### config.mk
export PLATFORM = sky130hd
export DESIGN_NAME = reference_dac_serial_loader
export DESIGN_NICKNAME = d
export VERILOG_FILES = /design/src/logic/pin_sync.v /design/src/logic/code_store.v /design/src/logic/reference_dac_serial_loader.v
export VERILOG_INCLUDE_DIRS = /design/src /design/src/logic
export SDC_FILE = /design/constraint.sdc
export NUM_CORES = 1
export LEC_CHECK = 0
export BUFFER_PORTS_ARGS = -buffer_cell sky130_fd_sc_hd__buf_4
export CELL_PAD_IN_SITES_DETAIL_PLACEMENT = 1
export CELL_PAD_IN_SITES_GLOBAL_PLACEMENT = 1
export CORE_MARGIN = 1.5
export CORE_UTILIZATION = 40
export DETAILED_ROUTE_END_ITERATION = 8
export PLACE_DENSITY_LB_ADDON = 0.1
export SLEW_MARGIN = 30
export SYNTH_ARGS = -nofsm -noshare
export SYNTH_HDL_FRONTEND = slang
export SYNTH_SLANG_ARGS = --single-unit
### constraint.sdc
create_clock -name aclk -period 3.3 [get_ports aclk]
set_input_delay 0.99 -clock aclk [delete_from_list [all_inputs] [get_ports aclk]]
set_output_delay 0.99 -clock aclk [all_outputs]
set_load 0.02 [all_outputs]
### src/logic/dac_loader_regs.vh
// constants for the reference dac serial loader
`ifndef DAC_LOADER_REGS_VH
`define DAC_LOADER_REGS_VH
// register byte offsets
`define CTRL_OFS        8'h00
`define STATUS_OFS      8'h04
`define LAST_WORD_OFS   8'h08
`define REFRESH_OFS     8'h0C
`define CODE_BASE_OFS   8'h40
`define CODE_END_OFS    8'h88
// control fields and reset value
`define CTRL_SRC_BIT    0
`define CTRL_DRIVE_BIT  1
`define CTRL_RESET      2'h0
// serial word layout
`define WORD_BITS       16
`define ADDR_MSB        14
`define ADDR_LSB        10
`define CODE_MSB        9
`define CODE_LSB        0
`define CHAN_COUNT      5'h12
`define BIT_CNT_MAX     6'h3F
`define WORD_BITS_CNT   6'h10
// axi responses
`define RESP_OKAY       2'h0
`define RESP_SLVERR     2'h2
// timing
`define CLK_FREQ_HZ     10000000
`define OSC_FREQ_HZ     21000
`define SCLK_MAX_HZ     5000000
`define OSC_HALF_CYC    (`CLK_FREQ_HZ / (2 * `OSC_FREQ_HZ))
`endif

### src/logic/pin_sync.v
// three-stage synchroniser with agreement filter for one pin
`timescale 1ns/1ps
`default_nettype none
module pin_sync #(
  parameter INIT = 1'b0           // level shown during reset
) (
  // clock and reset
  input  wire aclk,
  input  wire aresetn,
  // pin side
  input  wire pin_in,
  // filtered level
  output reg  level_r
);
  reg ff1_r;                      // metastable stage, read only by ff2
  reg ff2_r;                      // second stage
  reg ff3_r;                      // third stage

  // level changes only once stages two and three agree
  always @(posedge aclk) begin
    if (!aresetn) begin
      ff1_r   <= INIT;
      ff2_r   <= INIT;
      ff3_r   <= INIT;
      level_r <= INIT;
    end else begin
      ff1_r <= pin_in;
      ff2_r <= ff1_r;
      ff3_r <= ff2_r;
      if (ff2_r == ff3_r) begin
        level_r <= ff3_r;
      end
    end
  end
endmodule // pin_sync
`default_nettype wire

### src/logic/code_store.v
// storage of the per-channel output codes, two read ports
`include "dac_loader_regs.vh"
`timescale 1ns/1ps
`default_nettype none
module code_store (
  // clock and reset
  input  wire       aclk,
  input  wire       aresetn,
  // write port
  input  wire       wr_en,
  input  wire [4:0] wr_chan,
  input  wire [9:0] wr_code,
  // read ports, combinational
  input  wire [4:0] rd_a_chan,
  output wire [9:0] rd_a_code,
  input  wire [4:0] rd_b_chan,
  output wire [9:0] rd_b_code
);
  reg [9:0] code_mem [0:17];      // one code per channel
  integer   i;

  // codes clear to zero so outputs start at the low reference
  always @(posedge aclk) begin
    if (!aresetn) begin
      for (i = 0; i < 18; i = i + 1) begin
        code_mem[i] <= 10'h000;
      end
    end else if (wr_en && (wr_chan < `CHAN_COUNT)) begin
      code_mem[wr_chan] <= wr_code;
    end
  end

  // out-of-range reads return zero
  assign rd_a_code = (rd_a_chan < `CHAN_COUNT) ? code_mem[rd_a_chan] : 10'h000;
  assign rd_b_code = (rd_b_chan < `CHAN_COUNT) ? code_mem[rd_b_chan] : 10'h000;
endmodule // code_store
`default_nettype wire

### src/logic/reference_dac_serial_loader.v
// serial loader, refresh sequencer and axi4-lite registers
`include "dac_loader_regs.vh"
`timescale 1ns/1ps
`default_nettype none
module reference_dac_serial_loader (
  // clock and reset
  input  wire        aclk,
  input  wire        aresetn,
  // axi4-lite write address
  input  wire        s_axi_awvalid,
  output wire        s_axi_awready,
  input  wire [7:0]  s_axi_awaddr,
  input  wire [2:0]  s_axi_awprot,
  // axi4-lite write data
  input  wire        s_axi_wvalid,
  output wire        s_axi_wready,
  input  wire [31:0] s_axi_wdata,
  input  wire [3:0]  s_axi_wstrb,
  // axi4-lite write response
  output reg         s_axi_bvalid,
  input  wire        s_axi_bready,
  output reg  [1:0]  s_axi_bresp,
  // axi4-lite read address
  input  wire        s_axi_arvalid,
  output wire        s_axi_arready,
  input  wire [7:0]  s_axi_araddr,
  input  wire [2:0]  s_axi_arprot,
  // axi4-lite read data
  output reg         s_axi_rvalid,
  input  wire        s_axi_rready,
  output reg  [31:0] s_axi_rdata,
  output reg  [1:0]  s_axi_rresp,
  // serial link pins
  input  wire        load_enable_n,
  input  wire        serial_clock,
  input  wire        serial_in,
  output reg         serial_out,
  // refresh clock pin, split three ways
  input  wire        refresh_clock_pin_in,
  output wire        refresh_clock_pin_out,
  output wire        refresh_clock_pin_oe,
  // refresh stage towards the hold amplifiers
  output reg  [4:0]  refresh_chan,
  output reg  [9:0]  refresh_code,
  output reg         refresh_strobe
);
  localparam integer OSC_HALF_INT = `OSC_HALF_CYC;     // half period, aclk
  localparam [8:0]   OSC_HALF     = OSC_HALF_INT[8:0]; // internal half period

  // synchronised pin levels
  wire ena_n_s;                   // filtered enable
  wire sclk_s;                    // filtered serial clock
  wire sdi_s;                     // filtered serial data
  wire refresh_clock_pin_s;                 // filtered external refresh clock

  // serial state
  reg        sclk_prev_r;         // serial clock last cycle
  reg        ena_prev_r;          // enable last cycle
  reg [15:0] shift_r;             // the 16-bit shift register
  reg [5:0]  bit_cnt_r;           // bits shifted this frame, saturating
  reg [15:0] last_word_r;         // word latched at last enable rise
  reg        bad_addr_r;          // last word named no channel
  reg        short_r;             // last frame had under 16 bits

  // control and refresh state
  reg [1:0]  ctrl_r;              // source select and pin drive
  reg [8:0]  osc_cnt_r;           // internal oscillator divider
  reg        osc_r;               // internal oscillator level
  reg        refclk_prev_r;       // selected refresh clock last cycle
  reg [4:0]  seq_chan_r;          // next channel to refresh

  // bus state
  reg        aw_held_r;           // write address captured
  reg [7:0]  aw_addr_r;           // captured write address
  reg        w_held_r;            // write data captured
  reg [31:0] w_data_r;            // captured write data
  reg [3:0]  w_strb_r;            // captured byte enables

  // decode helpers
  wire       sclk_rise;           // rising serial clock edge
  wire       sclk_fall;           // falling serial clock edge
  wire       ena_rise;            // enable returning high
  wire [4:0] word_addr;           // channel field of shifted word
  wire       word_ok;             // full word with a real channel
  wire       refclk;              // selected refresh clock
  wire       refclk_fall;         // refresh clock falling edge
  wire [9:0] seq_code;            // code of channel being refreshed
  wire [9:0] bus_code;            // code read over the bus
  wire [4:0] bus_chan;            // channel index from read address
  wire       rd_in_codes;         // read address in code window
  wire       do_write;            // both write halves present
  wire [7:0] code_ofs;            // read offset into code window

  // pin synchronisers; enable idles high, others low
  pin_sync #(.INIT(1'b1)) u_sync_ena (
    .aclk    (aclk),
    .aresetn (aresetn),
    .pin_in  (load_enable_n),
    .level_r (ena_n_s)
  );
  pin_sync #(.INIT(1'b0)) u_sync_sclk (
    .aclk    (aclk),
    .aresetn (aresetn),
    .pin_in  (serial_clock),
    .level_r (sclk_s)
  );
  pin_sync #(.INIT(1'b0)) u_sync_sdi (
    .aclk    (aclk),
    .aresetn (aresetn),
    .pin_in  (serial_in),
    .level_r (sdi_s)
  );
  pin_sync #(.INIT(1'b0)) u_sync_osc (
    .aclk    (aclk),
    .aresetn (aresetn),
    .pin_in  (refresh_clock_pin_in),
    .level_r (refresh_clock_pin_s)
  );

  // edges count only while the frame is open
  // serial clock must run well below aclk/4 for the filter
  assign sclk_rise = !ena_n_s && sclk_s && !sclk_prev_r;
  assign sclk_fall = !ena_n_s && !sclk_s && sclk_prev_r;
  assign ena_rise  = ena_n_s && !ena_prev_r;

  // field split of the completed word
  assign word_addr = shift_r[`ADDR_MSB:`ADDR_LSB];
  // top bit is a test bit and is not looked at
  assign word_ok   = (bit_cnt_r >= `WORD_BITS_CNT)
                   && (word_addr < `CHAN_COUNT);

  // edge history for the serial pins
  always @(posedge aclk) begin
    if (!aresetn) begin
      sclk_prev_r <= 1'b0;
      ena_prev_r  <= 1'b1;
    end else begin
      sclk_prev_r <= sclk_s;
      ena_prev_r  <= ena_n_s;
    end
  end

  // shift register and bit counter
  always @(posedge aclk) begin
    if (!aresetn) begin
      shift_r   <= 16'h0000;
      bit_cnt_r <= 6'h00;
    end else if (sclk_rise) begin
      // new bit enters at the bottom, so first bit ends on top
      shift_r <= {shift_r[14:0], sdi_s};
      if (bit_cnt_r != `BIT_CNT_MAX) begin
        bit_cnt_r <= bit_cnt_r + 6'h01;
      end
    end else if (ena_rise) begin
      // a fresh frame starts counting again
      bit_cnt_r <= 6'h00;
    end
  end

  // serial output changes on falling edges only
  // a chain passes older words downstream this way
  always @(posedge aclk) begin
    if (!aresetn) begin
      serial_out <= 1'b0;
    end else if (sclk_fall) begin
      serial_out <= shift_r[`WORD_BITS-1];
    end
  end

  // frame close: capture word and status
  // every chained part sees the same enable edge
  always @(posedge aclk) begin
    if (!aresetn) begin
      last_word_r <= 16'h0000;
      bad_addr_r  <= 1'b0;
      short_r     <= 1'b0;
    end else if (ena_rise) begin
      last_word_r <= shift_r;
      bad_addr_r  <= (word_addr >= `CHAN_COUNT);
      short_r     <= (bit_cnt_r < `WORD_BITS_CNT);
    end
  end

  // channel codes; the write is the enable rise itself
  code_store u_store (
    .aclk      (aclk),
    .aresetn   (aresetn),
    .wr_en     (ena_rise && word_ok),
    .wr_chan   (word_addr),
    .wr_code   (shift_r[`CODE_MSB:`CODE_LSB]),
    .rd_a_chan (seq_chan_r),
    .rd_a_code (seq_code),
    .rd_b_chan (bus_chan),
    .rd_b_code (bus_code)
  );

  // internal refresh oscillator, free running divider
  always @(posedge aclk) begin
    if (!aresetn) begin
      osc_cnt_r <= 9'h000;
      osc_r     <= 1'b0;
    end else if (osc_cnt_r == OSC_HALF - 9'h001) begin
      osc_cnt_r <= 9'h000;
      osc_r     <= !osc_r;
    end else begin
      osc_cnt_r <= osc_cnt_r + 9'h001;
    end
  end

  // source choice; reset value picks internal
  assign refclk = ctrl_r[`CTRL_SRC_BIT] ? refresh_clock_pin_s : osc_r;

  // pin driven only in internal mode once software allows it
  // drive gate keeps the pin quiet after reset
  assign refresh_clock_pin_oe  = !ctrl_r[`CTRL_SRC_BIT]
                               && ctrl_r[`CTRL_DRIVE_BIT];
  assign refresh_clock_pin_out = osc_r;

  assign refclk_fall = !refclk && refclk_prev_r;

  // refresh sequencer, one channel per falling refresh edge
  always @(posedge aclk) begin
    if (!aresetn) begin
      refclk_prev_r  <= 1'b0;
      seq_chan_r     <= 5'h00;
      refresh_chan   <= 5'h00;
      refresh_code   <= 10'h000;
      refresh_strobe <= 1'b0;
    end else begin
      refclk_prev_r  <= refclk;
      refresh_strobe <= refclk_fall;
      if (refclk_fall) begin
        refresh_chan <= seq_chan_r;
        refresh_code <= seq_code;
        // wrap after the last channel, 18 clocks a turn
        if (seq_chan_r == `CHAN_COUNT - 5'h01) begin
          seq_chan_r <= 5'h00;
        end else begin
          seq_chan_r <= seq_chan_r + 5'h01;
        end
      end
    end
  end

  // write channel: address and data taken in either order
  assign s_axi_awready = !aw_held_r;
  assign s_axi_wready  = !w_held_r;
  assign do_write      = aw_held_r && w_held_r && !s_axi_bvalid;

  // capture of the two write halves and the response
  always @(posedge aclk) begin
    if (!aresetn) begin
      aw_held_r    <= 1'b0;
      aw_addr_r    <= 8'h00;
      w_held_r     <= 1'b0;
      w_data_r     <= 32'h00000000;
      w_strb_r     <= 4'h0;
      s_axi_bvalid <= 1'b0;
      s_axi_bresp  <= `RESP_OKAY;
    end else begin
      if (s_axi_awvalid && !aw_held_r) begin
        aw_held_r <= 1'b1;
        aw_addr_r <= s_axi_awaddr;
      end
      if (s_axi_wvalid && !w_held_r) begin
        w_held_r <= 1'b1;
        w_data_r <= s_axi_wdata;
        w_strb_r <= s_axi_wstrb;
      end
      if (do_write) begin
        // halves released together with the response
        aw_held_r    <= 1'b0;
        w_held_r     <= 1'b0;
        s_axi_bvalid <= 1'b1;
        // only control is writable; the rest answers slave error
        if (aw_addr_r == `CTRL_OFS) begin
          s_axi_bresp <= `RESP_OKAY;
        end else begin
          s_axi_bresp <= `RESP_SLVERR;
        end
      end else if (s_axi_bvalid && s_axi_bready) begin
        s_axi_bvalid <= 1'b0;
      end
    end
  end

  // control register, low byte lane only
  always @(posedge aclk) begin
    if (!aresetn) begin
      ctrl_r <= `CTRL_RESET;
    end else if (do_write && (aw_addr_r == `CTRL_OFS) && w_strb_r[0]) begin
      ctrl_r <= w_data_r[1:0];
    end
  end

  // read channel: one read in flight, answered next cycle
  assign s_axi_arready = !s_axi_rvalid;
  assign rd_in_codes   = (s_axi_araddr >= `CODE_BASE_OFS)
                       && (s_axi_araddr < `CODE_END_OFS);
  // code window starts mid-way in the map, so rebase before indexing
  assign code_ofs      = s_axi_araddr - `CODE_BASE_OFS;
  assign bus_chan      = rd_in_codes ? code_ofs[6:2] : 5'h1F;

  // read data mux, unused bits read zero
  always @(posedge aclk) begin
    if (!aresetn) begin
      s_axi_rvalid <= 1'b0;
      s_axi_rdata  <= 32'h00000000;
      s_axi_rresp  <= `RESP_OKAY;
    end else if (s_axi_arvalid && !s_axi_rvalid) begin
      s_axi_rvalid <= 1'b1;
      s_axi_rresp  <= `RESP_OKAY;
      s_axi_rdata  <= 32'h00000000;
      case (s_axi_araddr)
        `CTRL_OFS: begin
          s_axi_rdata <= {30'h0000000, ctrl_r};
        end
        `STATUS_OFS: begin
          s_axi_rdata <= {20'h00000, ctrl_r[`CTRL_SRC_BIT], short_r,
                          bad_addr_r, !ena_n_s, 2'h0, bit_cnt_r};
        end
        `LAST_WORD_OFS: begin
          s_axi_rdata <= {16'h0000, last_word_r};
        end
        `REFRESH_OFS: begin
          s_axi_rdata <= {27'h000000, seq_chan_r};
        end
        default: begin
          // code window or nothing at all
          if (rd_in_codes) begin
            s_axi_rdata <= {22'h00000, bus_code};
          end else begin
            s_axi_rresp <= `RESP_SLVERR;
          end
        end
      endcase
    end else if (s_axi_rvalid && s_axi_rready) begin
      s_axi_rvalid <= 1'b0;
    end
  end
endmodule // reference_dac_serial_loader
`default_nettype wire

* Yosys cells after proc, flatten, opt, wreduce, memory -nomap -nowiden
Memories as Yosys holds them, arrays and structs flattened. A register that Yosys moved wholly into a read port is not among the register bits.
Index checks and enable logic that the tools add are counted.
** Word-level totals
- Output and inout port bits :: 60
- Memory bits (writable) :: 180
- Logic and storage cells :: 134
- Input port bits :: 69
- Register bits after elaboration :: 144
- Memories kept :: 1
** Memories
- u_store.code_mem :: depth 18, bits a word 10, rd ports 2, clocked after Yosys merged registers in 1, wr ports 18, line code_store.v:19 : reg [9:0] code_mem [0:17];
** Cells by class
- Magnitude comparators :: 8
- $add $sub $neg :: 4
- Bitwise gates (word level) :: 1
- Multiplexer cells :: 26
- Eq/ne operators :: 11
- Reductions and logical operators :: 41
** Operators with widths (number)
- $pmux W16 S4 :: 1
- $mux W10 :: 4
- $mux W5 :: 5
- $logic_and A1 B1 Y1 :: 20
- $mux W6 :: 3
- $eq A8 B4 Y1 const B :: 2
- $logic_not A8 Y1 :: 2
- $lt A5 B5 Y1 const B :: 3
- $logic_not A1 Y1 :: 11
- $mux W1 :: 10
- $reduce_or A10 Y1 :: 1
- $add A9 B1 Y9 const B :: 1
- $eq A9 B8 Y1 const B :: 1
- $eq A8 B3 Y1 const B :: 1
- $ge A8 B7 Y1 const B :: 1
- $lt A8 B8 Y1 const B :: 1
- $sub A7 B7 Y7 const B :: 1
- $add A6 B1 Y6 const B :: 1
- $ge A6 B5 Y1 const B :: 1
- $lt A6 B5 Y1 const B :: 1
- $mux W2 :: 3
- $ne A6 B6 Y1 const B :: 1
- $reduce_bool A2 Y1 :: 3
- $add A5 B1 Y5 const B :: 1
- other kinds (8) :: 12

* Logic depth before layout (Yosys ltp)
Gate-level depths: netlist of run 1.
- Depth in word-level cells :: 9
- Depth in mapped cells :: 10
- Depth with buffers taken out :: 7

* Modules after synthesis
Synthesis of run 1 repeated with hierarchy kept, for this count alone.
** Second synthesis, totals
- Cells, all modules :: 1387
- Area, all modules :: 15662.5 µm²
** Modules (own cells, without submodules)
- code_store :: cells an instance 811, sequential area each 6005.8 µm², area an instance 10608.9 µm², instances 1
- reference_dac_serial_loader :: cells an instance 536, sequential area each 2202.1 µm², area an instance 4591.9 µm², instances 1
- pin_sync (u_sync_osc ...) :: cells an instance 10, sequential area each 80.1 µm², area an instance 116.4 µm², instances 3
- pin_sync (u_sync_ena) :: cells an instance 10, sequential area each 80.1 µm², area an instance 112.6 µm², instances 1

* Worst setup path after synthesis of run 1
No wires, ideal clock.
- Kind :: input port to flip-flop
- From :: input aresetn
- To :: memory u_store.code_mem[16][0], enable pin
- Slack :: 0.470 ns
- Arrival :: 2.490 ns
- Cell stages on the path :: 8
- Library setup time :: 0.340 ns
- Path buffers :: 3
- Data required time :: 2.960 ns
- Path through :: clkbuf_1 > o2111a_1 > buf_2 > and2b_1 > nor2b_1 > nand2_1 > clkbuf_1 > nand2_1
** RTL lines
- from (decl) :: line reference_dac_serial_loader.v:8 : input wire aresetn,
- to (decl) :: line code_store.v:19

==> metrics.md, run 1 <==
| Metric | Value |
|---|---|
| Peak Freq | 345 MHz |
| Initial antenna violation count | 0 |
| Starting density of the core | 40.7% |
| Max stage delay on crit path | 0.52 ns |
| Crit-path cells | o31ai_1, o2111a_1, and2b_1, nor2b_1, nand3_1, nand2_1, buf_4 |
| Drt wl/cell | 22.8 µm |
| Clk root buf | clkbuf_16 |
| Post-synth cell types | 58 |
| Met3 wire length | 2940 µm |
| CP max-delay cell | o31ai_1 |
| Share of layout cells above drive strength 1 | 19.4% |
| Synth Area in Compound Gates | 8.87% |
| TritonRoute pass-1 iters | 7 |
| Max Cap Viol | 0 |
| Main synth FF type | edfxtp_1 |
| Io pins | 129 |
| Clk buf depth | 3 |
| Post-synthesis mux area share | 13.7% |
| Worst-path clk slew | 0.06 ns |
| Total Routing Usage GR | 23.2% |
| Peak supply drop | 349 µV |
| Combinational share of power | 5.3% |
| Antenna Cells | 0 |
| Setup TNS Final | 0 ns |
| Max H-tree Level | 2 |
| Drt via density | 5.33 |
| Largest family of logic cells by synthesized area | multiplexers |
| Clock Skew | 0.0232 ns |
| Final non-filler cell total | 2,533 |
| Total CTS buffers | 51 |
| Largest net degree at the start of global routing | 53 |
| Worst-path maximum fanout | 12 |
| Total power | 12.4 mW |
| Starting DRT DRC Count | 1,044 |
| Port Buffer Count | 71 |
| Worst Hold Class | reg -> reg |
| Die ar. | 0.0514 mm² |
| Placement Cell Area | 0.0223 mm² |
| Synth Cell Area | 0.0200 mm² |
| Crit path required time | 3.58 ns |
| Critical path endpoint category | flip-flop |
| Vias in the first global route | 14,100 |
| # placed instances | 2,442 |
| Remaining Overflow, GRT | 0 |
| Core area | 0.0492 mm² |
| WL met2 | 28,700 µm |
| CTS tree | built |
| FF+latch count, synth | 451 |
| DR vias | 13,500 |
| Final Cell Area | 0.0239 mm² |
| Number of synthesized flops with an enable pin | 320 |
| First-pass GRT wire length | 87,200 µm |
| Die width | 227 µm |
| Outcome | completed |
| Final min period | 2.90 ns |
| Pint | 9.67 mW |
| Post-Synth Simple-Gate Area | 11.8% |
| Final ANT Viol Nets | 0 |
| RSZ-0062 raised after global routing | no |
| Relative slew slack | 40.2% |
| Cells after Synth | 1,577 |
| Leakage | 8.62 nW |
| Sequential-to-total area share from yosys stat | 61.1% |
| Final Wtd Congestion | 0.838 |
| DRC | 0 |
| Clk_lat worst skew | 0.59 ns |
| Post-synthesis xor/xnor area fraction | 0.525% |
| Met1 wire length | 24,200 µm |
| Yosys warning count | 0 |
| Cts repair resizes | 0 |
| Worst Path Arrival | 3.18 ns |
| Util after Layout | 48.6% |
| Synthesized area per cell | 12.7 µm² |
| DIE HEIGHT | 227 µm |
| Post-CTS Setup Bufs | 0 |
| Hold_buf cts | 0 |
| Max Slew Vio Count | 0 |
| Power per cell area | 519 mW/mm² |
| Row cnt | 81 |
| Final Hold Viols | 0 |
| Area growth, synth to finish | 19.2% |
| Tcrit/Tclk final | 88.0% |
| Post-synth ARST share | 0% |
| Switching part of the total power | 21.9% |
| Startpoint types | flip-flop |
| Final setup violating endpoints | 0 |
| Highest metal used | met4 |
| DRT Wirelength | 57,800 µm |
| Nets@finish | 1,905 |
| Post-Synth Adder-Cell Area | 0.313% |
| Post-DP HPWL | 39,500 µm |
| Crit Path Class | reg -> reg |
| Clock tree sinks | 451 |
| P_sw | 2.71 mW |
| Clock share of power | 43.9% |
| Worst slew pin tran | 0.896 ns |
| Seq pwr share | 50.8% |
synthesized netlist by cell type, types with 24 or more instances:
| master | number | area (µm²) |
|---|---|---|
| edfxtp_1 | 320 | 9610 |
| nor2_1 | 206 | 773 |
| nand2_1 | 146 | 548 |
| dfxtp_1 | 131 | 2620 |
| clkbuf_1 | 89 | 334 |
| mux4_2 | 84 | 1890 |
| mux2i_1 | 69 | 691 |
| o21ai_0 | 54 | 270 |
| a21boi_0 | 49 | 368 |
| nor2b_1 | 42 | 263 |
| a21oi_1 | 41 | 205 |
| nand3_1 | 33 | 165 |
| a221oi_1 | 28 | 245 |
| buf_2 | 25 | 125 |
| nor3_1 | 24 | 120 |
layer usage:
layer,track usage [%],up-vias
li1,-,6176
met2,39.6,325
met3,3.19,114
met4,8.49,0
met1,30.0,6879
met5,0,-
through the flow:
stage | setup WS [ns] | hold WS, ns
2_1_floorplan | 0.470 | 0.386
3_3_place_gp | 0.132 | 0.403
3_5_place_dp | 0.0420 | 0.414
4_1_cts | 0.472 | 0.431
5_1_grt | 0.327 | 0.439
6_report | 0.397 | 0.426
placed cells by master (no fill, tap or decap), types with 49 or more instances in the layout:
cell         n
mux2i_1     69
clkbuf_16   53
a21boi_0    49
nor2_1     206
conb_1     158
dfxtp_1    127
mux4_2      84
nand2_1    146
edfxtp_1   320
o21ai_0     53
buf_4      180
cell type report:
type                            instances  area [µm²]
Clock buffer                           74        1470
Clock inverter                         17         120
Inverter                               20        75.1
Timing Repair Buffer                  187        1490
Sequential cell                       451       12200
Multi-Input combinational cell       1120        7640
Fill cell                            5144       25300
Tap cell                              664         831
cells by family after synthesis:
| group | after synthesis |
|---|---|
| and+or+nand+nor | 522 |
| DFF | 451 |
| adders and majority gates | 5 |
| other | 1 |
| buffers and inverters | 163 |
| AOI/OAI and AO/OA | 256 |
| xor gates and xnor gates | 12 |
| muxes | 167 |
flip-flops by register name, summed over array words and instances, names as in the netlist, 2 cells and up, named ones only:
register and count:
shift_r 16, w_data_r 2, bit_cnt_r 6, aw_addr_r 8, osc_cnt_r 9, u_store.code_mem 320, s_axi_rdata 16, refresh_code 10
seq_chan_r 5, refresh_chan 5, ctrl_r 2, last_word_r 16
power by group through the flow:
stage / Clock, mW / Sequential, mW / Combinational (mW)
finish: 5.44 / 6.29 / 0.660
global route: 5.77 / 6.31 / 0.712
CTS: 5.58 / 6.29 / 0.659
detailed placement: 0 / 6.41 / 0.657
global placement: 0 / 6.40 / 0.652
floorplan: 0 / 6.39 / 0.391
final timing paths:
path,startpoint,end,cells past startpoint,slack [ns]
worst max-delay path,shift_r[13],u_store.code_mem[12][5],7,0.40
worst min-delay path,u_sync_ena.ff1_r,u_sync_ena.ff2_r,1,0.43
worst max register to register,shift_r[13],u_store.code_mem[12][5],7,0.40
worst min register to register,u_sync_ena.ff1_r,u_sync_ena.ff2_r,1,0.43
worst max-delay path: cells and delay by family (launching register included):
kind	cells	cell delay (ns)
AND/OR/NAND/NOR	4	1.01
AO/OA/AOI/OAI	2	0.89
buffers and inverters	1	0.23
flip-flops	1	0.48
No activity file was read; power rests on OpenSTA's default activity.
==> run 2: changes to the inputs <==
--- a/config.mk
+++ b/config.mk
@@ -13,6 +13,7 @@
 export CORE_UTILIZATION = 40
 export DETAILED_ROUTE_END_ITERATION = 8
 export PLACE_DENSITY_LB_ADDON = 0.1
+export RECOVER_POWER = 100
 export SLEW_MARGIN = 30
 export SYNTH_ARGS = -nofsm -noshare
 export SYNTH_HDL_FRONTEND = slang
==> run 2 against run 1 <==
  * Non-clock buffer count stayed put
  * Routed wire length barely moved
  * Worst setup slack got worse by 0.25 ns
  * Largest cell class unchanged
==> metrics.md, run 2 (synthesis results as in run 1) <==
| Metric | Value |
|---|---|
| Outcome | completed |
| Die ar. | 0.0514 mm² (unchanged) |
| Final Hold Viols | 0 (unchanged) |
| Remaining Overflow, GRT | 0 (unchanged) |
| Worst slew pin tran | 1.05 ns (+0.156 ns) |
| Peak Freq | 317 MHz (-8.0%) |
| Row cnt | 81 (unchanged) |
| Die width | 227 µm (unchanged) |
| Total power | 12.4 mW (-0.18%) |
| Final ANT Viol Nets | 0 (unchanged) |
| Commonest non-fill, non-tap cell in the layout | edfxtp_1 |
| DIE HEIGHT | 227 µm (unchanged) |
| DRT Wirelength | 57,800 µm (about the same) |
| Clock share of power | 44.0% (about the same) |
| Clk buf depth | 3 (unchanged) |
| Clk root buf | clkbuf_16 |
| Combinational share of power | 5.2% (about the same) |
| DRC | 0 (unchanged) |
| Drt wl/cell | 22.8 µm (about the same) |
| Most flops, register | u_store.code_mem |
| Final min period | 3.15 ns (+0.252 ns) |
| Startpoint types | input port |
| Setup TNS Final | 0 ns (unchanged) |
| Worst-path maximum fanout | 30 (+18) |
| CTS tree | built |
| Max Slew Vio Count | 0 (unchanged) |
| Crit Path Class | in -> reg |
| Reg2reg start | shift_r[13] |
| Seq pwr share | 50.9% (about the same) |
| Core area | 0.0492 mm² (unchanged) |
| Worst Hold Class | reg -> reg |
| Vias in the first global route | 14,100 (unchanged) |
| Initial antenna violation count | 0 (unchanged) |
| Total Routing Usage GR | 23.2% (unchanged) |
| Post-CTS Setup Bufs | 0 (unchanged) |
| Worst R2R Path Depth | 7 (unchanged) |
| Worst setup path endpoint | s_axi_rdata[2] |
| Crit path required time | 3.80 ns (+0.22 ns) |
| Starting density of the core | 40.7% (unchanged) |
| Cts repair resizes | 0 (unchanged) |
| Max FFs per register | 320 (unchanged) |
| Critical path endpoint category | flip-flop |
| Nets@finish | 1,905 (unchanged) |
| Max stage delay on crit path | 0.70 ns (+0.18 ns) |
| Final setup violating endpoints | 0 (unchanged) |
| Total CTS buffers | 51 (unchanged) |
| Final Wtd Congestion | 0.838 (unchanged) |
| Max Cap Viol | 0 (unchanged) |
| Switching part of the total power | 21.9% (+0.034 points) |
| Antenna Cells | 0 (unchanged) |
| Critical path startpoint | s_axi_araddr[5] |
| Clock Skew | 0.0224 ns (-0.000889 ns) |
| Area growth, synth to finish | 17.4% |
| Relative slew slack | 29.9% (-10 points) |
| Most frequent cells in the layout | edfxtp_1 (320), nor2_1 (206), conb_1 (158) |
| Tcrit/Tclk final | 95.6% (+7.6 points) |
| R2R Path End | u_store.code_mem[16][6] |
| Pint | 9.65 mW (-0.22%) |
| DR vias | 13,400 (-0.45%) |
| Clk_lat worst skew | 0.58 ns (about the same) |
| Hold_buf cts | 0 (unchanged) |
| Io pins | 129 (unchanged) |
| Largest net degree at the start of global routing | 53 (unchanged) |
| Power per cell area | 526 mW/mm² (+1.4%) |
| Starting DRT DRC Count | 1,081 (+3.5%) |
| CP max-delay cell | or4b_1 |
| Crit-path cells | buf_4, or4b_1, a21o_1, buf_2, mux2i_1, o21ai_0, nand3_1, a21oi_1 |
| Worst-path clk slew | 0.06 ns (about the same) |
| Peak supply drop | 349 µV (+0.23%) |
| P_sw | 2.71 mW (about the same) |
| Clock tree sinks | 451 (unchanged) |
| Util after Layout | 47.8% (-0.76 points) |
| Worst Path Arrival | 3.65 ns (+0.47 ns) |
| Post-DP HPWL | 39,500 µm (unchanged) |
| Share of layout cells above drive strength 1 | 14.4% (-5.0 points) |
| TritonRoute pass-1 iters | 5 (-2) |
| First-pass GRT wire length | 87,200 µm (unchanged) |
| R2R Setup Slk | 0.33 ns (-0.07 ns) |
| RSZ-0062 raised after global routing | no |
| Leakage | 8.27 nW (-4.1%) |
| Drt via density | 5.30 (-0.45%) |
| Max H-tree Level | 2 (unchanged) |
| Port Buffer Count | 71 (unchanged) |
run 2: cell types whose count changed in the layout (fill, tap and decap cells not counted), sizes merged:
cell    before  now
buf        187   93
clkbuf      74  168
run 2: final cells by class:
cell class	count	area (µm²)
repair buffers	187	1130
well taps	664	831
clock inverters	17	120
inverters	20	75.1
clock buffers	74	1470
multi-input cells	1120	7630
fillers	5205	25700
flip-flops and latches	451	12200
run 2: layer usage:
layer | vias to the layer above | track usage, % | wire length, µm
met3 | 104 | 3.19 | 2680
met2 | 326 | 39.6 | 28800
met5 | - | 0 | 0
met4 | 0 | 8.49 | 1880
met1 | 6829 | 30.0 | 24500
li1 | 6174 | - | -
run 2: critical path: cells and delay by family:
| kind | cells | cell delay (ns) |
|---|---|---|
| buf+inv | 2 | 0.58 |
| mux | 1 | 0.23 |
| compound gates | 3 | 0.83 |
| simple gates | 2 | 1.00 |
run 2: metrics by stage:
stage                     worst slack [ns]  instance area (µm²)  cells  hold WS, ns
after floorplan                      0.470                20600   1734        0.386
after global placement               0.132                22300   2442        0.403
after detailed placement            0.0420                22300   2442        0.414
after CTS                            0.472                23900   2533        0.431
after global routing                 0.175                23500   2533        0.439
final                                0.145                23500   2533        0.422
run 2: power by group through the flow:
stage                     logic [mW]  clock network [mW]  registers [mW]
final                          0.638                5.44            6.29
after global routing           0.690                5.77            6.31
after CTS                      0.659                5.58            6.29
after detailed placement       0.657                   0            6.41
after global placement         0.652                   0            6.40
after floorplan                0.391                   0            6.39
run 2: worst min path at each step:
stage | from | endpoint | slack (ns) | depth (start not counted)
after detailed placement | u_sync_ena.ff1_r | u_sync_ena.ff2_r | 0.41 | 1
after global routing | u_sync_ena.ff1_r | u_sync_ena.ff2_r | 0.44 | 1
after CTS | u_sync_ena.ff1_r | u_sync_ena.ff2_r | 0.43 | 1
after global placement | u_sync_ena.ff1_r | u_sync_ena.ff2_r | 0.40 | 1
after floorplan | u_sync_ena.ff1_r | u_sync_ena.ff2_r | 0.39 | 1
final | u_sync_ena.ff1_r | u_sync_ena.ff2_r | 0.42 | 1
==> run 3: changes to the inputs <==
--- a/config.mk
+++ b/config.mk
@@ -12,6 +12,7 @@
 export CORE_MARGIN = 1.5
 export CORE_UTILIZATION = 40
 export DETAILED_ROUTE_END_ITERATION = 8
+export GPL_TIMING_DRIVEN = 0
 export PLACE_DENSITY_LB_ADDON = 0.1
 export RECOVER_POWER = 100
 export SLEW_MARGIN = 30
==> run 3 against run 2 <==
  * Critical path depth fell by 2
  * Via count increased by 3.0%
  * Clock power is 3.7% lower
  * Sequential cell count unchanged
  * Hold slack got worse by 0.0099 ns
  * Global-route usage is 1.6 points higher
  * Maximum frequency is 0.83% lower
  * Die area is the same
  * Sequential power hardly changed
  * Cell count is 0.99% higher
  * Critical endpoint is now refresh_code[2]
==> metrics.md, run 3 (synthesis results as in run 1) <==
| Metric | Value |
|---|---|
| Max FFs per register | 320 (unchanged) |
| Pint | 9.39 mW (-2.7%) |
| Clock tree sinks | 451 (unchanged) |
| Relative slew slack | 4.33% (-26 points) |
| Drt via density | 5.41 (+2.0%) |
| RSZ-0062 raised after global routing | yes |
| DRC | 0 (unchanged) |
| Power per cell area | 521 mW/mm² (-0.99%) |
| TritonRoute pass-1 iters | 5 (unchanged) |
| Crit Path Class | reg -> reg |
| P_sw | 2.79 mW (+2.9%) |
| Antenna Cells | 0 (unchanged) |
| Core area | 0.0492 mm² (unchanged) |
| Worst-path maximum fanout | 10 (-67%) |
| Startpoint types | flip-flop |
| Die width | 227 µm (unchanged) |
| Io pins | 129 (unchanged) |
| CTS tree | built |
| Most flops, register | u_store.code_mem |
| Worst Hold Class | reg -> reg |
| Starting DRT DRC Count | 1,092 (+1.0%) |
| Seq pwr share | 51.7% (+0.8 points) |
| Critical path endpoint category | flip-flop |
| Leakage | 8.20 nW (-0.85%) |
| Crit path required time | 3.78 ns (-0.02 ns) |
| Final Hold Viols | 0 (unchanged) |
| Max Cap Viol | 0 (unchanged) |
| First-pass GRT wire length | 92,300 µm (+5.8%) |
| DIE HEIGHT | 227 µm (unchanged) |
| Largest net degree at the start of global routing | 16 (-70%) |
| Nets@finish | 1,927 (+1.2%) |
| Final min period | 3.18 ns (+0.0263 ns) |
| Most frequent cells in the layout | edfxtp_1 (320), nor2_1 (205), conb_1 (158) |
| Final Wtd Congestion | 0.920 (+9.7%) |
| Hold_buf cts | 0 (unchanged) |
| Total Routing Usage GR | 24.9% (+1.6 points) |
| Worst Path Arrival | 3.66 ns (about the same) |
| Post-DP HPWL | 45,500 µm (+15%) |
| Combinational share of power | 5.3% (about the same) |
| Outcome | completed |
| Row cnt | 81 (unchanged) |
| Worst slew pin tran | 1.43 ns (+0.380 ns) |
| Commonest non-fill, non-tap cell in the layout | edfxtp_1 |
| Worst-path clk slew | 0.06 ns (about the same) |
| Area growth, synth to finish | 16.8% |
| Remaining Overflow, GRT | 0 (unchanged) |
| Die ar. | 0.0514 mm² (unchanged) |
| DRT Wirelength | 62,600 µm (+8.3%) |
| Switching part of the total power | 22.9% (+0.98 points) |
| Tcrit/Tclk final | 96.4% (+0.80 points) |
| Max Slew Vio Count | 0 (unchanged) |
| Clk root buf | clkbuf_16 |
| Peak supply drop | 393 µV (+13%) |
| Share of layout cells above drive strength 1 | 14.6% (+0.18 points) |
| Drt wl/cell | 24.5 µm (+7.2%) |
| Setup TNS Final | 0 ns (unchanged) |
| Port Buffer Count | 68 (-4.2%) |
| Util after Layout | 47.6% (-0.23 points) |
| Clock share of power | 43.0% (-1.0 points) |
| Total CTS buffers | 50 (-2.0%) |
| Peak Freq | 314 MHz (-0.83%) |
| Max H-tree Level | 2 (unchanged) |
| Starting density of the core | 40.7% (unchanged) |
| Vias in the first global route | 14,300 (+1.8%) |
| Final setup violating endpoints | 0 (unchanged) |
| Initial antenna violation count | 0 (unchanged) |
| DR vias | 13,800 (+3.0%) |
| Clock Skew | 0.0142 ns (-0.00810 ns) |
| Clk_lat worst skew | 0.60 ns (+0.02 ns) |
| Final ANT Viol Nets | 0 (unchanged) |
| Clk buf depth | 3 (unchanged) |
## run 3: path summary, 6_finish.rpt
| path | endpoint | slack [ns] | from | depth (start not counted) |
|---|---|---|---|---|
| setup / recovery | refresh_code[2] | 0.12 | flip-flop | 6 |
| hold / removal | u_sync_ena.ff2_r | 0.41 | u_sync_ena.ff1_r | 1 |
| setup reg to reg | refresh_code[2] | 0.12 | flip-flop | 6 |
| hold reg to reg | u_sync_ena.ff2_r | 0.41 | u_sync_ena.ff1_r | 1 |
## run 3: worst max-delay path: stages (launching register included)
cell and delay [ns]:
dfxtp_1 0.31, clkbuf_1 0.41, clkbuf_1 0.58, mux4_2 0.40, a211oi_1 0.90, a21oi_1 0.09, a221o_1 0.35
## run 3: layer usage
metal	global-route usage, %	share of wire (%)	vias up
met5	0	0	-
met4	9.35	3.6	0
met3	3.20	5.0	104
met2	40.9	47	363
met1	33.5	44	7128
li1	-	-	6245
## run 3: layout make-up
class                           instances  area, µm²
Clock buffer                           73       1410
Clock inverter                         20        100
Multi-Input combinational cell       1120       7670
Buffer                                141        673
Fill cell                            5223      25800
Inverter                               20       86.3
Tap cell                              664        831
Sequential cell                       451      12200
Timing Repair Buffer                   69        375
## run 3: through the flow
| step | std cells | cell area [µm²] | hold slack [ns] | power (mW) | worst slack [ns] |
|---|---|---|---|---|---|
| floorplan | 1734 | 20600 | 0.386 | 6.78 | 0.470 |
| global placement | 2466 | 21900 | 0.400 | 7.04 | -1.08 |
| detailed placement | 2467 | 22000 | 0.404 | 7.06 | -0.887 |
| CTS | 2559 | 23500 | 0.420 | 12.3 | -0.0188 |
| global route | 2558 | 23400 | 0.450 | 12.5 | -0.00877 |
| finish | 2558 | 23400 | 0.412 | 12.2 | 0.119 |
## run 3: power groups by stage
| stage | Clock [mW] | Combinational, mW | Sequential, mW |
|---|---|---|---|
| 2_1_floorplan | 0 | 0.391 | 6.39 |
| 3_3_place_gp | 0 | 0.632 | 6.41 |
| 3_5_place_dp | 0 | 0.642 | 6.42 |
| 4_1_cts | 5.35 | 0.645 | 6.30 |
| 5_1_grt | 5.55 | 0.686 | 6.31 |
| 6_report | 5.24 | 0.641 | 6.30 |
## run 3: repair_timing
| item | in CTS | in global routing |
|---|---|---|
| setup buffers | 0 | 0 |
| endpoints found under the hold margin | 0 | 0 |
| gates resized for setup | 11 | 13 |
| pin swaps | 0 | 0 |
| endpoints found under the setup margin | 106 | 200 |
